$ cat src/pkg/step_pkg.sv
// Shared widths, field positions, operation codes and states of the step control
package step_pkg;

    // ==========================================================
    // Word and field layout
    localparam int WORD_W  = 48;
    localparam int INSTR_W = 24;
    localparam int ADDR_W  = 15;
    localparam int BANK_W  = 14;
    localparam int OP_W    = 6;
    localparam int IDX_W   = 3;
    localparam int OP_LSB  = 18;
    localparam int IDX_LSB = 15;
    localparam int SHCNT_W = 6;
    localparam int NUM_IDX = 6;

    // ==========================================================
    // Operation codes and index selector values
    localparam logic [OP_W-1:0]  OP_SHIFT_R   = 6'h01;
    localparam logic [OP_W-1:0]  OP_ADD       = 6'h0c;
    localparam logic [OP_W-1:0]  OP_ENTER_IDX = 6'h28;
    localparam logic [OP_W-1:0]  OP_JUMP      = 6'h22;
    localparam logic [OP_W-1:0]  OP_SKIP_NEG  = 6'h23;
    localparam logic [IDX_W-1:0] IDX_NONE     = 3'h0;
    localparam logic [IDX_W-1:0] IDX_INDIRECT = 3'h7;

    // ==========================================================
    // Reset values and counter steps
    localparam logic [ADDR_W-1:0] P_RESET = 15'h0000;
    localparam logic [ADDR_W-1:0] P_INC   = 15'h0001;
    localparam logic [ADDR_W-1:0] R_DEC   = 15'h7fff;
    localparam logic [ADDR_W-1:0] R_ZERO  = 15'h0000;
    localparam logic [WORD_W-1:0] W_ZERO  = 48'h0000_0000_0000;
    localparam logic [WORD_W-1:0] W_ONES  = 48'hffff_ffff_ffff;

    // ==========================================================
    // Control states
    typedef enum logic [10:0] {
        ST_FETCH  = 11'h001,
        ST_FWAIT  = 11'h002,
        ST_DECODE = 11'h004,
        ST_MODIFY = 11'h008,
        ST_OREQ   = 11'h010,
        ST_OWAIT  = 11'h020,
        ST_EXEC   = 11'h040,
        ST_SHIFT  = 11'h080,
        ST_ENTER  = 11'h100,
        ST_STORE  = 11'h200,
        ST_NEXT   = 11'h400
    } state_t;

endpackage

$ cat src/pkg/oc_add_if.sv
// Operand and result bundle of a closed one's complement adder
`timescale 1ns/10ps
`default_nettype none
interface oc_add_if #(parameter int W = 15);
    logic [W-1:0] a;
    logic [W-1:0] b;
    logic [W-1:0] s;
    modport calc (input a, input b, output s);
    modport user (output a, output b, input s);
endinterface
`default_nettype wire

$ cat src/hdl/oc_adder.sv
// Closed subtractive one's complement adder with end-around borrow
`timescale 1ns/10ps
`default_nettype none
module oc_adder #(
    parameter int W = 15
) (
    oc_add_if.calc port
);

    logic [W:0] diff;

    // a + b done as a - ~b, so only -0 + -0 gives -0
    assign diff   = {1'b0, port.a} - {1'b0, ~port.b};
    // Borrow out of the top stage is taken from the bottom stage
    assign port.s = diff[W] ? (diff[W-1:0] - W'(1)) : diff[W-1:0];

endmodule
`default_nettype wire

$ cat src/hdl/step_control.sv
// Program step fetch, instruction split and index address forming
//
// How it works
// - Top six instruction bits are operation code
// - Next three bits index select, low fifteen base
// - Index select zero uses base address unchanged
// - Index select seven means indirect addressing
// - Step word holds upper then lower instruction
// - Step counter advances; jump loads new address
// - Fetch word at counter into pair holder
// - Upper first; lower unless jump or skip
// - Fetch address bank chosen by counter bit
// - Operand bank chosen by adder low bit
// - Stage index while base enters adder, add
// - Lower half moves up after upper finishes
// - Code 50 enters base into index register
// - Code 14 adds operand into sum register
// - Code 01 shifts sum register right
// - Negatives are bitwise inverted, sign leads
// - Accumulators feed top borrow to bottom
// - Counters open ended, decrement adds all ones
// - Staging register counts down during shifts
// - Six index registers, selects one to six
// - Adder value signed as operand, unsigned address
// - Zero sum is all zeros except minus zero
`timescale 1ns/10ps
`default_nettype none
module step_control (
    input  wire logic                       ref_clk,
    input  wire logic                       sys_rst,
    input  wire logic                       run_en,
    output logic [step_pkg::BANK_W-1:0]     even_addr,
    output logic                            even_req,
    output logic [step_pkg::BANK_W-1:0]     odd_addr,
    output logic                            odd_req,
    input  wire logic                       mem_ack,
    input  wire logic [step_pkg::WORD_W-1:0] mem_rdata,
    output logic [step_pkg::ADDR_W-1:0]     seq_ctr,
    output logic [step_pkg::WORD_W-1:0]     sum_reg,
    output logic [step_pkg::INSTR_W-1:0]    cur_instr,
    output logic                            lower_active,
    output logic                            busy
);

    // ==========================================================
    // Registers and instruction fields
    step_pkg::state_t                  state_ff;
    step_pkg::state_t                  nxt_state;
    logic [step_pkg::WORD_W-1:0]       pair_ff;
    logic [step_pkg::WORD_W-1:0]       sum_ff;
    logic [step_pkg::WORD_W-1:0]       x_ff;
    logic [step_pkg::ADDR_W-1:0]       p_ff;
    logic [step_pkg::ADDR_W-1:0]       u2_ff;
    logic [step_pkg::ADDR_W-1:0]       r_ff;
    logic [step_pkg::ADDR_W-1:0]       b_ff [1:step_pkg::NUM_IDX];
    logic                              lower_ff;
    logic                              skip_ff;
    logic                              ind_ff;
    logic [step_pkg::INSTR_W-1:0]      instr;
    logic [step_pkg::OP_W-1:0]         op;
    logic [step_pkg::IDX_W-1:0]        idx;
    logic [step_pkg::ADDR_W-1:0]       base;
    logic                              idx_valid;
    logic [step_pkg::ADDR_W-1:0]       b_sel;

    // Upper half of the holder is the instruction in force
    assign instr     = pair_ff[step_pkg::WORD_W-1 -: step_pkg::INSTR_W];
    assign op        = instr[step_pkg::OP_LSB +: step_pkg::OP_W];
    assign idx       = instr[step_pkg::IDX_LSB +: step_pkg::IDX_W];
    assign base      = instr[step_pkg::ADDR_W-1:0];
    assign idx_valid = (idx != step_pkg::IDX_NONE) &&
                       (idx != step_pkg::IDX_INDIRECT);
    assign b_sel     = idx_valid ? b_ff[idx] : step_pkg::R_ZERO;

    // ==========================================================
    // Closed adders for address forming and for the sum
    oc_add_if #(.W(step_pkg::ADDR_W)) addr_add ();
    oc_add_if #(.W(step_pkg::WORD_W)) sum_add ();

    assign addr_add.a = u2_ff;
    assign addr_add.b = r_ff;
    assign sum_add.a  = sum_ff;
    assign sum_add.b  = x_ff;

    oc_adder #(.W(step_pkg::ADDR_W)) u_addr_adder (
        .port (addr_add.calc)
    );
    oc_adder #(.W(step_pkg::WORD_W)) u_sum_adder (
        .port (sum_add.calc)
    );

    // ==========================================================
    // Sequencing
    always_comb begin
        nxt_state = state_ff;
        unique case (state_ff)
            step_pkg::ST_FETCH: begin
                if (run_en) begin
                    nxt_state = step_pkg::ST_FWAIT;
                end
            end
            step_pkg::ST_FWAIT: begin
                if (mem_ack) begin
                    nxt_state = step_pkg::ST_DECODE;
                end
            end
            step_pkg::ST_DECODE: begin
                if (op == step_pkg::OP_JUMP) begin
                    nxt_state = step_pkg::ST_FETCH;
                end else if (op == step_pkg::OP_ENTER_IDX) begin
                    nxt_state = step_pkg::ST_ENTER;
                end else if (op == step_pkg::OP_SHIFT_R) begin
                    nxt_state = step_pkg::ST_SHIFT;
                end else if (op == step_pkg::OP_ADD) begin
                    // No index addition for select zero or seven
                    nxt_state = idx_valid ? step_pkg::ST_MODIFY
                                          : step_pkg::ST_OREQ;
                end else begin
                    nxt_state = step_pkg::ST_NEXT;
                end
            end
            step_pkg::ST_MODIFY: nxt_state = step_pkg::ST_OREQ;
            step_pkg::ST_OREQ:   nxt_state = step_pkg::ST_OWAIT;
            step_pkg::ST_OWAIT: begin
                if (mem_ack) begin
                    nxt_state = ind_ff ? step_pkg::ST_OREQ
                                       : step_pkg::ST_EXEC;
                end
            end
            step_pkg::ST_EXEC:   nxt_state = step_pkg::ST_NEXT;
            step_pkg::ST_SHIFT: begin
                if (r_ff == step_pkg::R_ZERO) begin
                    nxt_state = step_pkg::ST_NEXT;
                end
            end
            step_pkg::ST_ENTER:  nxt_state = step_pkg::ST_STORE;
            step_pkg::ST_STORE:  nxt_state = step_pkg::ST_NEXT;
            step_pkg::ST_NEXT: begin
                nxt_state = (lower_ff || skip_ff) ? step_pkg::ST_FETCH
                                                  : step_pkg::ST_DECODE;
            end
            default:             nxt_state = step_pkg::ST_FETCH;
        endcase
    end

    always_ff @(posedge ref_clk or posedge sys_rst) begin
        if (sys_rst) begin
            state_ff <= step_pkg::ST_FETCH;
        end else begin
            state_ff <= nxt_state;
        end
    end

    // ==========================================================
    // Instruction pair holder, lower half and skip flags
    always_ff @(posedge ref_clk or posedge sys_rst) begin
        if (sys_rst) begin
            pair_ff  <= step_pkg::W_ZERO;
            lower_ff <= 1'b0;
            skip_ff  <= 1'b0;
        end else if (state_ff == step_pkg::ST_FWAIT && mem_ack) begin
            pair_ff  <= mem_rdata;
            lower_ff <= 1'b0;
            skip_ff  <= 1'b0;
        end else if (state_ff == step_pkg::ST_DECODE &&
                     op == step_pkg::OP_SKIP_NEG) begin
            // Sign bit set means negative
            skip_ff  <= sum_ff[step_pkg::WORD_W-1];
        end else if (state_ff == step_pkg::ST_NEXT && !lower_ff && !skip_ff) begin
            pair_ff  <= {pair_ff[step_pkg::INSTR_W-1:0],
                         pair_ff[step_pkg::INSTR_W-1:0]};
            lower_ff <= 1'b1;
        end
    end

    // ==========================================================
    // Step counter, open ended
    always_ff @(posedge ref_clk or posedge sys_rst) begin
        if (sys_rst) begin
            p_ff <= step_pkg::P_RESET;
        end else if (state_ff == step_pkg::ST_DECODE &&
                     op == step_pkg::OP_JUMP) begin
            p_ff <= base;
        end else if (state_ff == step_pkg::ST_NEXT && (lower_ff || skip_ff)) begin
            p_ff <= p_ff + step_pkg::P_INC;
        end
    end

    // ==========================================================
    // Address adder contents
    always_ff @(posedge ref_clk or posedge sys_rst) begin
        if (sys_rst) begin
            u2_ff <= step_pkg::R_ZERO;
            ind_ff <= 1'b0;
        end else if (state_ff == step_pkg::ST_DECODE) begin
            u2_ff  <= base;
            ind_ff <= (op == step_pkg::OP_ADD) &&
                      (idx == step_pkg::IDX_INDIRECT);
        end else if (state_ff == step_pkg::ST_MODIFY) begin
            u2_ff <= addr_add.s;
        end else if (state_ff == step_pkg::ST_OWAIT && mem_ack && ind_ff) begin
            // Pointer word gives the final operand address
            u2_ff  <= mem_rdata[step_pkg::ADDR_W-1:0];
            ind_ff <= 1'b0;
        end
    end

    // ==========================================================
    // Index staging register, also a down counter
    always_ff @(posedge ref_clk or posedge sys_rst) begin
        if (sys_rst) begin
            r_ff <= step_pkg::R_ZERO;
        end else if (state_ff == step_pkg::ST_DECODE) begin
            if (op == step_pkg::OP_SHIFT_R) begin
                r_ff <= step_pkg::ADDR_W'(base[step_pkg::SHCNT_W-1:0]);
            end else begin
                r_ff <= b_sel;
            end
        end else if (state_ff == step_pkg::ST_ENTER) begin
            r_ff <= u2_ff;
        end else if (state_ff == step_pkg::ST_SHIFT &&
                     r_ff != step_pkg::R_ZERO) begin
            r_ff <= r_ff + step_pkg::R_DEC;
        end
    end

    // ==========================================================
    // Six index registers
    always_ff @(posedge ref_clk or posedge sys_rst) begin
        if (sys_rst) begin
            for (int i = 1; i <= step_pkg::NUM_IDX; i++) begin
                b_ff[i] <= step_pkg::R_ZERO;
            end
        end else if (state_ff == step_pkg::ST_STORE && idx_valid) begin
            b_ff[idx] <= r_ff;
        end
    end

    // ==========================================================
    // Transfer word holder and sum register
    always_ff @(posedge ref_clk or posedge sys_rst) begin
        if (sys_rst) begin
            x_ff <= step_pkg::W_ZERO;
        end else if (state_ff == step_pkg::ST_OWAIT && mem_ack && !ind_ff) begin
            x_ff <= mem_rdata;
        end
    end

    always_ff @(posedge ref_clk or posedge sys_rst) begin
        if (sys_rst) begin
            sum_ff <= step_pkg::W_ZERO;
        end else if (state_ff == step_pkg::ST_EXEC) begin
            sum_ff <= sum_add.s;
        end else if (state_ff == step_pkg::ST_SHIFT &&
                     r_ff != step_pkg::R_ZERO) begin
            // Sign fill keeps one's complement value
            sum_ff <= {sum_ff[step_pkg::WORD_W-1],
                       sum_ff[step_pkg::WORD_W-1:1]};
        end
    end

    // ==========================================================
    // Storage bank address registers and requests
    always_ff @(posedge ref_clk or posedge sys_rst) begin
        if (sys_rst) begin
            even_addr <= '0;
            odd_addr  <= '0;
            even_req  <= 1'b0;
            odd_req   <= 1'b0;
        end else begin
            even_req <= 1'b0;
            odd_req  <= 1'b0;
            if (state_ff == step_pkg::ST_FETCH && run_en) begin
                if (!p_ff[0]) begin
                    even_addr <= p_ff[step_pkg::ADDR_W-1:1];
                    even_req  <= 1'b1;
                end else begin
                    odd_addr  <= p_ff[step_pkg::ADDR_W-1:1];
                    odd_req   <= 1'b1;
                end
            end else if (state_ff == step_pkg::ST_OREQ) begin
                // Adder content taken as unsigned address here
                if (!u2_ff[0]) begin
                    even_addr <= u2_ff[step_pkg::ADDR_W-1:1];
                    even_req  <= 1'b1;
                end else begin
                    odd_addr  <= u2_ff[step_pkg::ADDR_W-1:1];
                    odd_req   <= 1'b1;
                end
            end
        end
    end

    assign seq_ctr      = p_ff;
    assign sum_reg      = sum_ff;
    assign cur_instr    = instr;
    assign lower_active = lower_ff;
    assign busy         = (state_ff != step_pkg::ST_FETCH);
endmodule
`default_nettype wire

$ cat config.mk
export PLATFORM = sky130hd
export DESIGN_NAME = step_control
export DESIGN_NICKNAME = d
export VERILOG_FILES = /design/src/pkg/step_pkg.sv /design/src/pkg/oc_add_if.sv /design/src/hdl/oc_adder.sv /design/src/hdl/step_control.sv
export SDC_FILE = /design/constraint.sdc
export NUM_CORES = 1
export LEC_CHECK = 0
export BUFFER_PORTS_ARGS = -buffer_cell sky130_fd_sc_hd__clkbuf_2
export CAP_MARGIN = 20
export CORE_UTILIZATION = 45
export DETAILED_ROUTE_END_ITERATION = 10
export GPL_TIMING_DRIVEN = 0
export PLACE_DENSITY = 0.65
export SETUP_SLACK_MARGIN = 0.4
export SKIP_LAST_GASP = 1
export SLEW_MARGIN = 15
export SYNTH_ARGS = -nofsm -noshare
export SYNTH_HDL_FRONTEND = slang
export SYNTH_SLANG_ARGS = --single-unit
$ cat constraint.sdc
create_clock -name ref_clk -period 11.5 [get_ports ref_clk]
set_input_delay 2.3 -clock ref_clk [delete_from_list [all_inputs] [get_ports ref_clk]]
set_output_delay 2.3 -clock ref_clk [all_outputs]
set_load 0.005 [all_outputs]
==> impl_metrics.py, run 1 <==
metrics = {
    "timing": {
        "post-route-period-util_pct": 45.56,
        "fin_crit_ps": 5239,
        "relSlewSlack_pct": 21.43,
        "worst_pin_slew_ps": 1179,
        "report.final.hold_viol_count": 0,
        "grt_setup_unrepaired": "false",
        "fmax_mhz": 190.9,
        "setup_tns_final_ps": 0,
        "maxSlewViolCount": 0,
        "final-setup-viol-count": 0,
        "fin_worst_skew_ps": 16.12,
    },
    "drt": {
        "detailedRoute.firstPassIterationCount": 7,
        "drcViolationCount": 0,
        "route.vias.total": 18890,
        "drtAntennaViolNets": 0,
        "detail_route.iter0.violations": 1618,
        "route.detailed.vias_per_inst": 6.033,
        "drt-total-wl_microns": 71650,
        "dr_wl_cell_microns": 22.89,
    },
    "global_route": {
        "globalRouteOverflowTotal": 0,
        "antenna_found_initial": 1,
        "vias_in_the_first_global_route": 18080,
        "track_usage_pct": 30.72,
        "grt_start_max_net_pins": 37,
        "first_pass_grt_wire_length_microns": 109000,
    },
    "die": {
        "placement_rows": 77,
        "ioPinCount": 171,
        "dieHeight_microns": 214.7,
        "die_outline_width_microns": 214.7,
        "core_region_area_sq_um": 44410,
        "die_outline_area_sq_um": 46120,
        "initial_core_util_pct": 45.86,
    },
    "final_layout": {
        "n_antenna_cell": 0,
        "largest_reg_flops": 90,
        "layout.cells.most_common_list": "348 x nand2_1, 322 x dfrtp_1, 190 x nor2_1",
        "multi_input_area_sq_um": 11490,
        "fin_nets": 2634,
        "max_flop_register": "b_ff",
        "layout.cells.most_common": "nand2_1",
        "num-fill-cells": 4214,
        "final_layout_size_suffix_gt1_share_pct": 17.64,
        "sequential_cell_area_sq_um": 8084,
        "synthToLayoutAreaGrowth_pct": 15.17,
    },
    "synth": {
        "postSynthNetCount": 2408,
        "ys.flop_type": "dfrtp_1",
        "synth_seq_cells": 323,
        "number_of_library_cell_types_mapped_by_synthesis": 85,
        "synth-warning-count": 0,
        "main_combinational_cell_family_by_area_after_synthesis": "simple AND/OR/NAND/NOR gates",
        "share_of_synthesized_cell_area_in_and_or_nand_and_nor_gates_pct": 20.23,
        "synth_edf_count": 0,
        "post_synth_instance_area_sq_um": 20370,
        "synth-seq-area-share_pct": 39.69,
        "synth-xor-area-share_pct": 4.300,
        "synth.mux.area_fraction_pct": 9.780,
        "synth-compound-area-share_pct": 17.69,
        "syn-instance-count": 2287,
        "synthesis.area_per_instance_sq_um": 8.906,
        "post_synth_arst_share_pct": 100.0,
        "synthAdderAreaFrac_pct": 4.313,
    },
    "power": {
        "powerDensity_nw_per_um2": 187.8,
        "p_total_mw": 4.406,
        "p_leak_nw": 11.01,
        "power.share.combinational_pct": 35.9,
        "p_seq_share_pct": 36.5,
        "switching_share_of_power_pct": 38.86,
        "p_switching_mw": 1.712,
        "intPower_mw": 2.694,
        "vdd_ir_drop_max_mv": 0.1343,
        "clockPowerShare_pct": 27.6,
    },
    "flow_run": {
        "maxCapViolations": 0,
    },
    "worst_setup_path": {
        "critical_path.cell_chain": "ha_1 > clkbuf_2 > a21oi_1 > o21ai_1 > a211oi_1 > o22ai_1 > a211oi_1 > o21ai_0 > nor3_2 > nand3_1 > or3_1 > a31oi_1",
        "path_delay_family": "compound AO/OA/AOI/OAI gates",
        "crit_fanout": 8,
        "cpMaxStageDelayCell": "a211oi_1",
        "worst_path_most_repeated_cell": "a211oi_1",
        "cp-start-kind": "register",
        "worst_setup_path_end_kind": "register",
        "crit_arrival_ps": 5720,
        "worstPathBufferInverterCount": 1,
        "worst-endpoint-required_ps": 11980,
        "critical_path.max_stage_delay_ps": 870,
        "timing.setup.critical_path_class": "register to register",
    },
    "worst_hold_path": {
        "hp-class": "register to register",
    },
    "clock_network": {
        "cts.sink_count": 323,
        "post_cts.repair.setup_buffers": 0,
        "ctsResizeCount": 0,
        "clk_path_buf_depth": 3,
        "hold_buffers": 0,
        "clockRootBuffer": "clkbuf_16",
        "htreeDepth": 2,
        "cts_tree": "done",
        "cts.clk_slew.worst_paths_ps": 60,
        "worst_skew_pair.late_latency_ps": 570,
        "cts_made_buffers": 38,
    },
    "placed_design": {
        "io_buffer_count": 170,
        "gp_congestion": 0.9923,
        "hpwl_microns": 56220,
    },
    "run_status": {
        "outcome": "finished, final reports clean",
    },
}
path summary, 6_finish.rpt:
path / endpoint / cells after the start / slack, ps / start
min in group asynchronous: odd_addr[13] / 2 / 1750 / sys_rst
worst min-delay path: pair_ff[20] / 2 / 470 / pair_ff[20]
max in group asynchronous: sum_reg[43] / 6 / 8530 / sys_rst
worst min register to register: pair_ff[20] / 2 / 470 / pair_ff[20]
worst max-delay path: sum_reg[46] / 12 / 6260 / sum_reg[17]
worst max register to register: sum_reg[46] / 12 / 6260 / sum_reg[17]
area by class of cell:
class	count	area share (%)
clock inverter	10	0.5601
inverter	34	0.5601
timing repair buffer	186	4.635
tap	592	3.158
buffer	147	2.923
sequential	323	34.46
multi-input combinational	1783	48.97
clock buffer	56	4.731
metal layers:
metal	wire, microns	GRT usage (%)	vias to the layer above
met5	0	0	-
met3	4134	3.822	139
li1	-	-	8713
met2	34750	51.72	697
met1	30180	40.66	9341
met4	2585	10.71	0
through the flow:
stage | worst slack [ps] | hold WS, ps | instances | cell area, sq um | util (%)
2_1_floorplan | 4892 | 438.0 | 2287 | 20370 | -
3_3_place_gp | 2965 | 451.6 | 3049 | 21960 | 49.45
3_5_place_dp | 6303 | 458.1 | 3064 | 22210 | 50.00
4_1_cts | 6294 | 470.9 | 3130 | 23450 | 52.79
5_1_grt | 6013 | 480.2 | 3131 | 23460 | 52.82
6_report | 6261 | 465.7 | 3131 | 23460 | 52.82
cells in the mapped netlist (all sizes together) (7+ instances only):
library cell	number	area share, %
o21bai	7	0.26
xnor2	55	2.4
nor4b	7	0.30
a221o	21	1.0
o21ai	131	3.2
dfrtp	322	40
nor2	190	3.5
and2	19	0.58
mux2i	46	2.3
a31oi	31	0.95
nor2b	20	0.61
a21boi	7	0.26
or4	10	0.37
nand3	46	1.1
and3	45	1.4
mux2	136	7.5
inv	34	0.63
a22oi	32	1.2
nor3	44	1.2
nand4b	7	0.30
a211oi	22	0.84
ha	67	4.1
clkbuf	109	2.0
nor4	16	0.55
nand2	348	6.4
or3	19	0.61
a21o	22	0.81
or2	14	0.43
o2111ai	7	0.30
nand2b	17	0.52
xor2	45	1.9
o211ai	19	0.72
a221oi	15	0.65
nand4	24	0.74
a21oi	184	4.5
and4	14	0.60
buf	38	1.3
o21a	12	0.44
o31ai	7	0.26
nor3b	11	0.41
power by group through the flow:
stage / clock (mW) / combinational [mW] / sequential (mW)
2_1_floorplan: 0 / 1.09 / 1.50
3_3_place_gp: 0 / 1.51 / 1.62
3_5_place_dp: 0 / 1.56 / 1.62
4_1_cts: 1.24 / 1.57 / 1.60
5_1_grt: 1.28 / 1.73 / 1.63
6_report: 1.22 / 1.58 / 1.61
logic make-up after synthesis:
group	Yosys count
AOI/OAI and AO/OA	568
buffers and inverters	181
muxes	182
xor gates and xnor gates	100
and+or+nand+nor	864
DFF	323
adders and majority gates	69
worst min-delay path, cell delays in order (launching register included):
cell and delay [ps]:
dfrtp_1 340, nand2_1 50, nand2_1 50
Note: power is estimated with default switching activity, not from simulation.
==> inputs of run 2 (changes only) <==
--- a/config.mk
+++ b/config.mk
@@ -5,12 +5,12 @@
 export SDC_FILE = /design/constraint.sdc
 export NUM_CORES = 1
 export LEC_CHECK = 0
+export ABC_AREA = 1
 export BUFFER_PORTS_ARGS = -buffer_cell sky130_fd_sc_hd__clkbuf_2
 export CAP_MARGIN = 20
 export CORE_UTILIZATION = 45
 export DETAILED_ROUTE_END_ITERATION = 10
 export GPL_TIMING_DRIVEN = 0
-export PLACE_DENSITY = 0.65
 export SETUP_SLACK_MARGIN = 0.4
 export SKIP_LAST_GASP = 1
 export SLEW_MARGIN = 15
==> constraint.sdc (replaced) <==
create_clock -name ref_clk -period 5.3 [get_ports ref_clk]
set_input_delay 1.06 -clock ref_clk [delete_from_list [all_inputs] [get_ports ref_clk]]
set_output_delay 1.06 -clock ref_clk [all_outputs]
set_load 0.005 [all_outputs]
==> impl_metrics.py, run 2 <==
metrics = {
    "timing": {
        "grt_setup_unrepaired": "false",
        "fin_crit_ps": 3899,
        "fmax_mhz": 256.5,
        "final-setup-viol-count": 0,
        "post-route-period-util_pct": 73.57,
        "setup_tns_final_ps": 0,
        "setup_ws_post_layout_ps": 1401,
        "worst_pin_slew_ps": 1101,
        "maxSlewViolCount": 0,
        "report.final.hold_viol_count": 0,
        "relSlewSlack_pct": 26.01,
        "fin_worst_skew_ps": 19.76,
    },
    "worst_setup_path": {
        "worst_r2r_path_depth": 13,
        "cp-start-kind": "register",
        "timing.setup.critical_path_class": "register to register",
        "worst_setup_path_end_kind": "register",
        "worst-endpoint-required_ps": 5760,
        "crit_arrival_ps": 4360,
        "crit_fanout": 11,
    },
    "placed_design": {
        "io_buffer_count": 170,
        "hpwl_microns": 74490,
        "post_placement_worst_setup_slack_ps": 1551,
        "gp_congestion": 1.045,
        "placedInstanceArea_sq_um": 23830,
        "post-place-cells": 3984,
    },
    "synth": {
        "synth_seq_cells": 323,
        "number_of_library_cell_types_mapped_by_synthesis": 60,
        "ys_top_cells_by_area": "dfrtp_1 37%, nand2_1 18%, inv_1 6.5%",
        "post_synth_arst_share_pct": 100.0,
        "ys.flop_type": "dfrtp_1",
        "synthesis.area_per_instance_sq_um": 6.886,
        "synth-seq-area-share_pct": 36.82,
        "synth.top_cell.area_share_pct": 36.70,
        "synth_edf_count": 0,
        "synth.cells.most_frequent": "1025 x nand2_1, 378 x inv_1, 322 x dfrtp_1",
        "postSynthNetCount": 3309,
        "syn-instance-count": 3188,
        "synth_top_area_cell": "dfrtp_1",
        "post_synth_instance_area_sq_um": 21950,
        "synth-warning-count": 0,
        "synth.most_common_cell": "nand2_1",
    },
    "final_layout": {
        "fin_nets": 3532,
        "final_standard_cell_area_without_fillers_sq_um": 25160,
        "finalNonFillerCells": 4054,
        "layout.cells.most_common_list": "1025 x nand2_1, 377 x inv_1, 322 x dfrtp_1",
        "layout.cells.most_common": "nand2_1",
        "num-fill-cells": 4851,
        "max_flop_register": "b_ff",
        "largest_reg_flops": 90,
        "finalCoreUtilization_pct": 52.47,
        "final_layout_size_suffix_gt1_share_pct": 12.48,
        "synthToLayoutAreaGrowth_pct": 14.58,
    },
    "clock_network": {
        "clk_path_buf_depth": 3,
        "ctsResizeCount": 0,
        "cts_tree": "done",
        "clockRootBuffer": "clkbuf_16",
        "post_cts.repair.setup_buffers": 0,
        "hold_buffers": 0,
        "worst_skew_pair.late_latency_ps": 590,
        "cts_made_buffers": 40,
        "htreeDepth": 2,
        "cts.sink_count": 323,
        "cts.clk_slew.worst_paths_ps": 60,
    },
    "global_route": {
        "gr-usage-met2_pct": 62.84,
        "first_pass_grt_wire_length_microns": 136000,
        "grt_busiest_layer": "met2",
        "grt_start_max_net_pins": 38,
        "met1_usage_pct": 43.76,
        "grt.met3_usage_pct": 6.177,
        "globalRouteOverflowTotal": 0,
        "antenna_found_initial": 3,
        "vias_in_the_first_global_route": 22120,
        "track_usage_pct": 36.57,
    },
    "die": {
        "core_region_area_sq_um": 47950,
        "die_outline_area_sq_um": 49670,
        "initial_core_util_pct": 45.79,
        "die_outline_width_microns": 222.9,
        "placement_rows": 80,
        "ioPinCount": 171,
        "dieHeight_microns": 222.9,
    },
    "drt": {
        "drcViolationCount": 0,
        "route.vias.total": 23210,
        "route.detailed.vias_per_inst": 5.725,
        "drtAntennaViolNets": 0,
        "detail_route.iter0.violations": 2110,
        "drt-total-wl_microns": 91480,
        "dr_wl_cell_microns": 22.57,
        "detailedRoute.firstPassIterationCount": 8,
    },
    "power": {
        "p_seq_share_pct": 34.0,
        "p_leak_nw": 13.12,
        "switching_share_of_power_pct": 42.97,
        "powerDensity_nw_per_um2": 403.8,
        "p_switching_mw": 4.365,
        "intPower_mw": 5.794,
        "power.share.combinational_pct": 38.2,
        "vdd_ir_drop_max_mv": 0.4777,
        "clockPowerShare_pct": 27.8,
    },
    "worst_hold_path": {
        "hp-class": "primary input to asynchronous set/reset pin",
    },
    "run_status": {
        "outcome": "finished, final reports clean",
    },
    "flow_run": {
        "maxCapViolations": 0,
    },
}
-- run 2: cell types whose count changed after synthesis, moves of 33 or more --
cell,before,now
a21oi_1,183,98
mux2_2,136,5
clkbuf_1,107,74
inv_1,34,378
and3_1,45,0
mux2i_1,46,0
nand2_1,348,1025
nand3_1,46,178
xnor2_1,55,8
nor2_2,0,37
o21ai_0,118,265
o221ai_1,0,33
nor2_1,190,256
-- run 2: final timing paths --
kind / startpoint / endpoint / slack, ps
min in group ref_clk: b_ff[61] / b_ff[61] / 480
max: addr_add.b[0] / sum_reg[45] / 1400
max in group asynchronous: sys_rst / seq_ctr[14] / 3650
min reg2reg: b_ff[61] / b_ff[61] / 480
max reg2reg: addr_add.b[0] / sum_reg[45] / 1400
min: sys_rst / b_ff[18] / 450
-- run 2: cells by family after synthesis --
| logic type | after synthesis | synth area share [%] |
|---|---|---|
| AOI/OAI and AO/OA | 542 | 14.63 |
| buffers and inverters | 527 | 9.535 |
| muxes | 5 | 0.2565 |
| adders and majority gates | 69 | 4.001 |
| xor gates and xnor gates | 52 | 2.160 |
| and+or+nand+nor | 1670 | 32.59 |
| DFF | 323 | 36.82 |
-- run 2: worst max-delay path, cell delays in order (launching register included) --
cell and delay (ps):
dfrtp_1 410, inv_1 80, clkbuf_1 460, ha_1 310
nand2_1 140, nor2_1 190, nand2_1 120, nor4_2 250
nand4_1 260, nand2_1 410, clkbuf_1 730, o21ai_0 160
nand2_1 180, nand2_1 70
-- run 2: stage by stage --
stage               power (mW)  hold slack (ps)
floorplan                5.857            447.8
global placement         7.167            464.7
detailed placement       7.271            472.6
CTS                      10.10            443.3
global route             10.71            473.3
finish                   10.16            454.5
-- run 2: area by class of cell --
type / instances / area (sq um) / share of cell area (%)
Antenna cell: 1 / 2.502 / 0.009948
Buffer: 114 / 543.0 / 2.159
Clock buffer: 48 / 1071 / 4.258
Clock inverter: 21 / 255.2 / 1.015
Inverter: 413 / 1554 / 6.178
Multi-Input combinational cell: 2338 / 11780 / 46.84
Sequential cell: 323 / 8084 / 32.14
Tap cell: 615 / 769.5 / 3.059
Timing Repair Buffer: 181 / 1094 / 4.347
-- run 2: power by group through the flow --
stage | Sequential (mW) | Clock, mW | Combinational (mW)
4_1_cts | 3.44 | 2.84 | 3.82
6_report | 3.46 | 2.82 | 3.88
5_1_grt | 3.48 | 2.92 | 4.30
3_5_place_dp | 3.47 | 0 | 3.80
3_3_place_gp | 3.47 | 0 | 3.69
2_1_floorplan | 3.21 | 0 | 2.65
-- run 2: per-layer routing --
metal  up-vias  part of all wire (%)
li1      10860                     -
met1     11180                    39
met2       907                    48
met3       255                   6.7
met4         4                   5.7
met5         -                 0.028
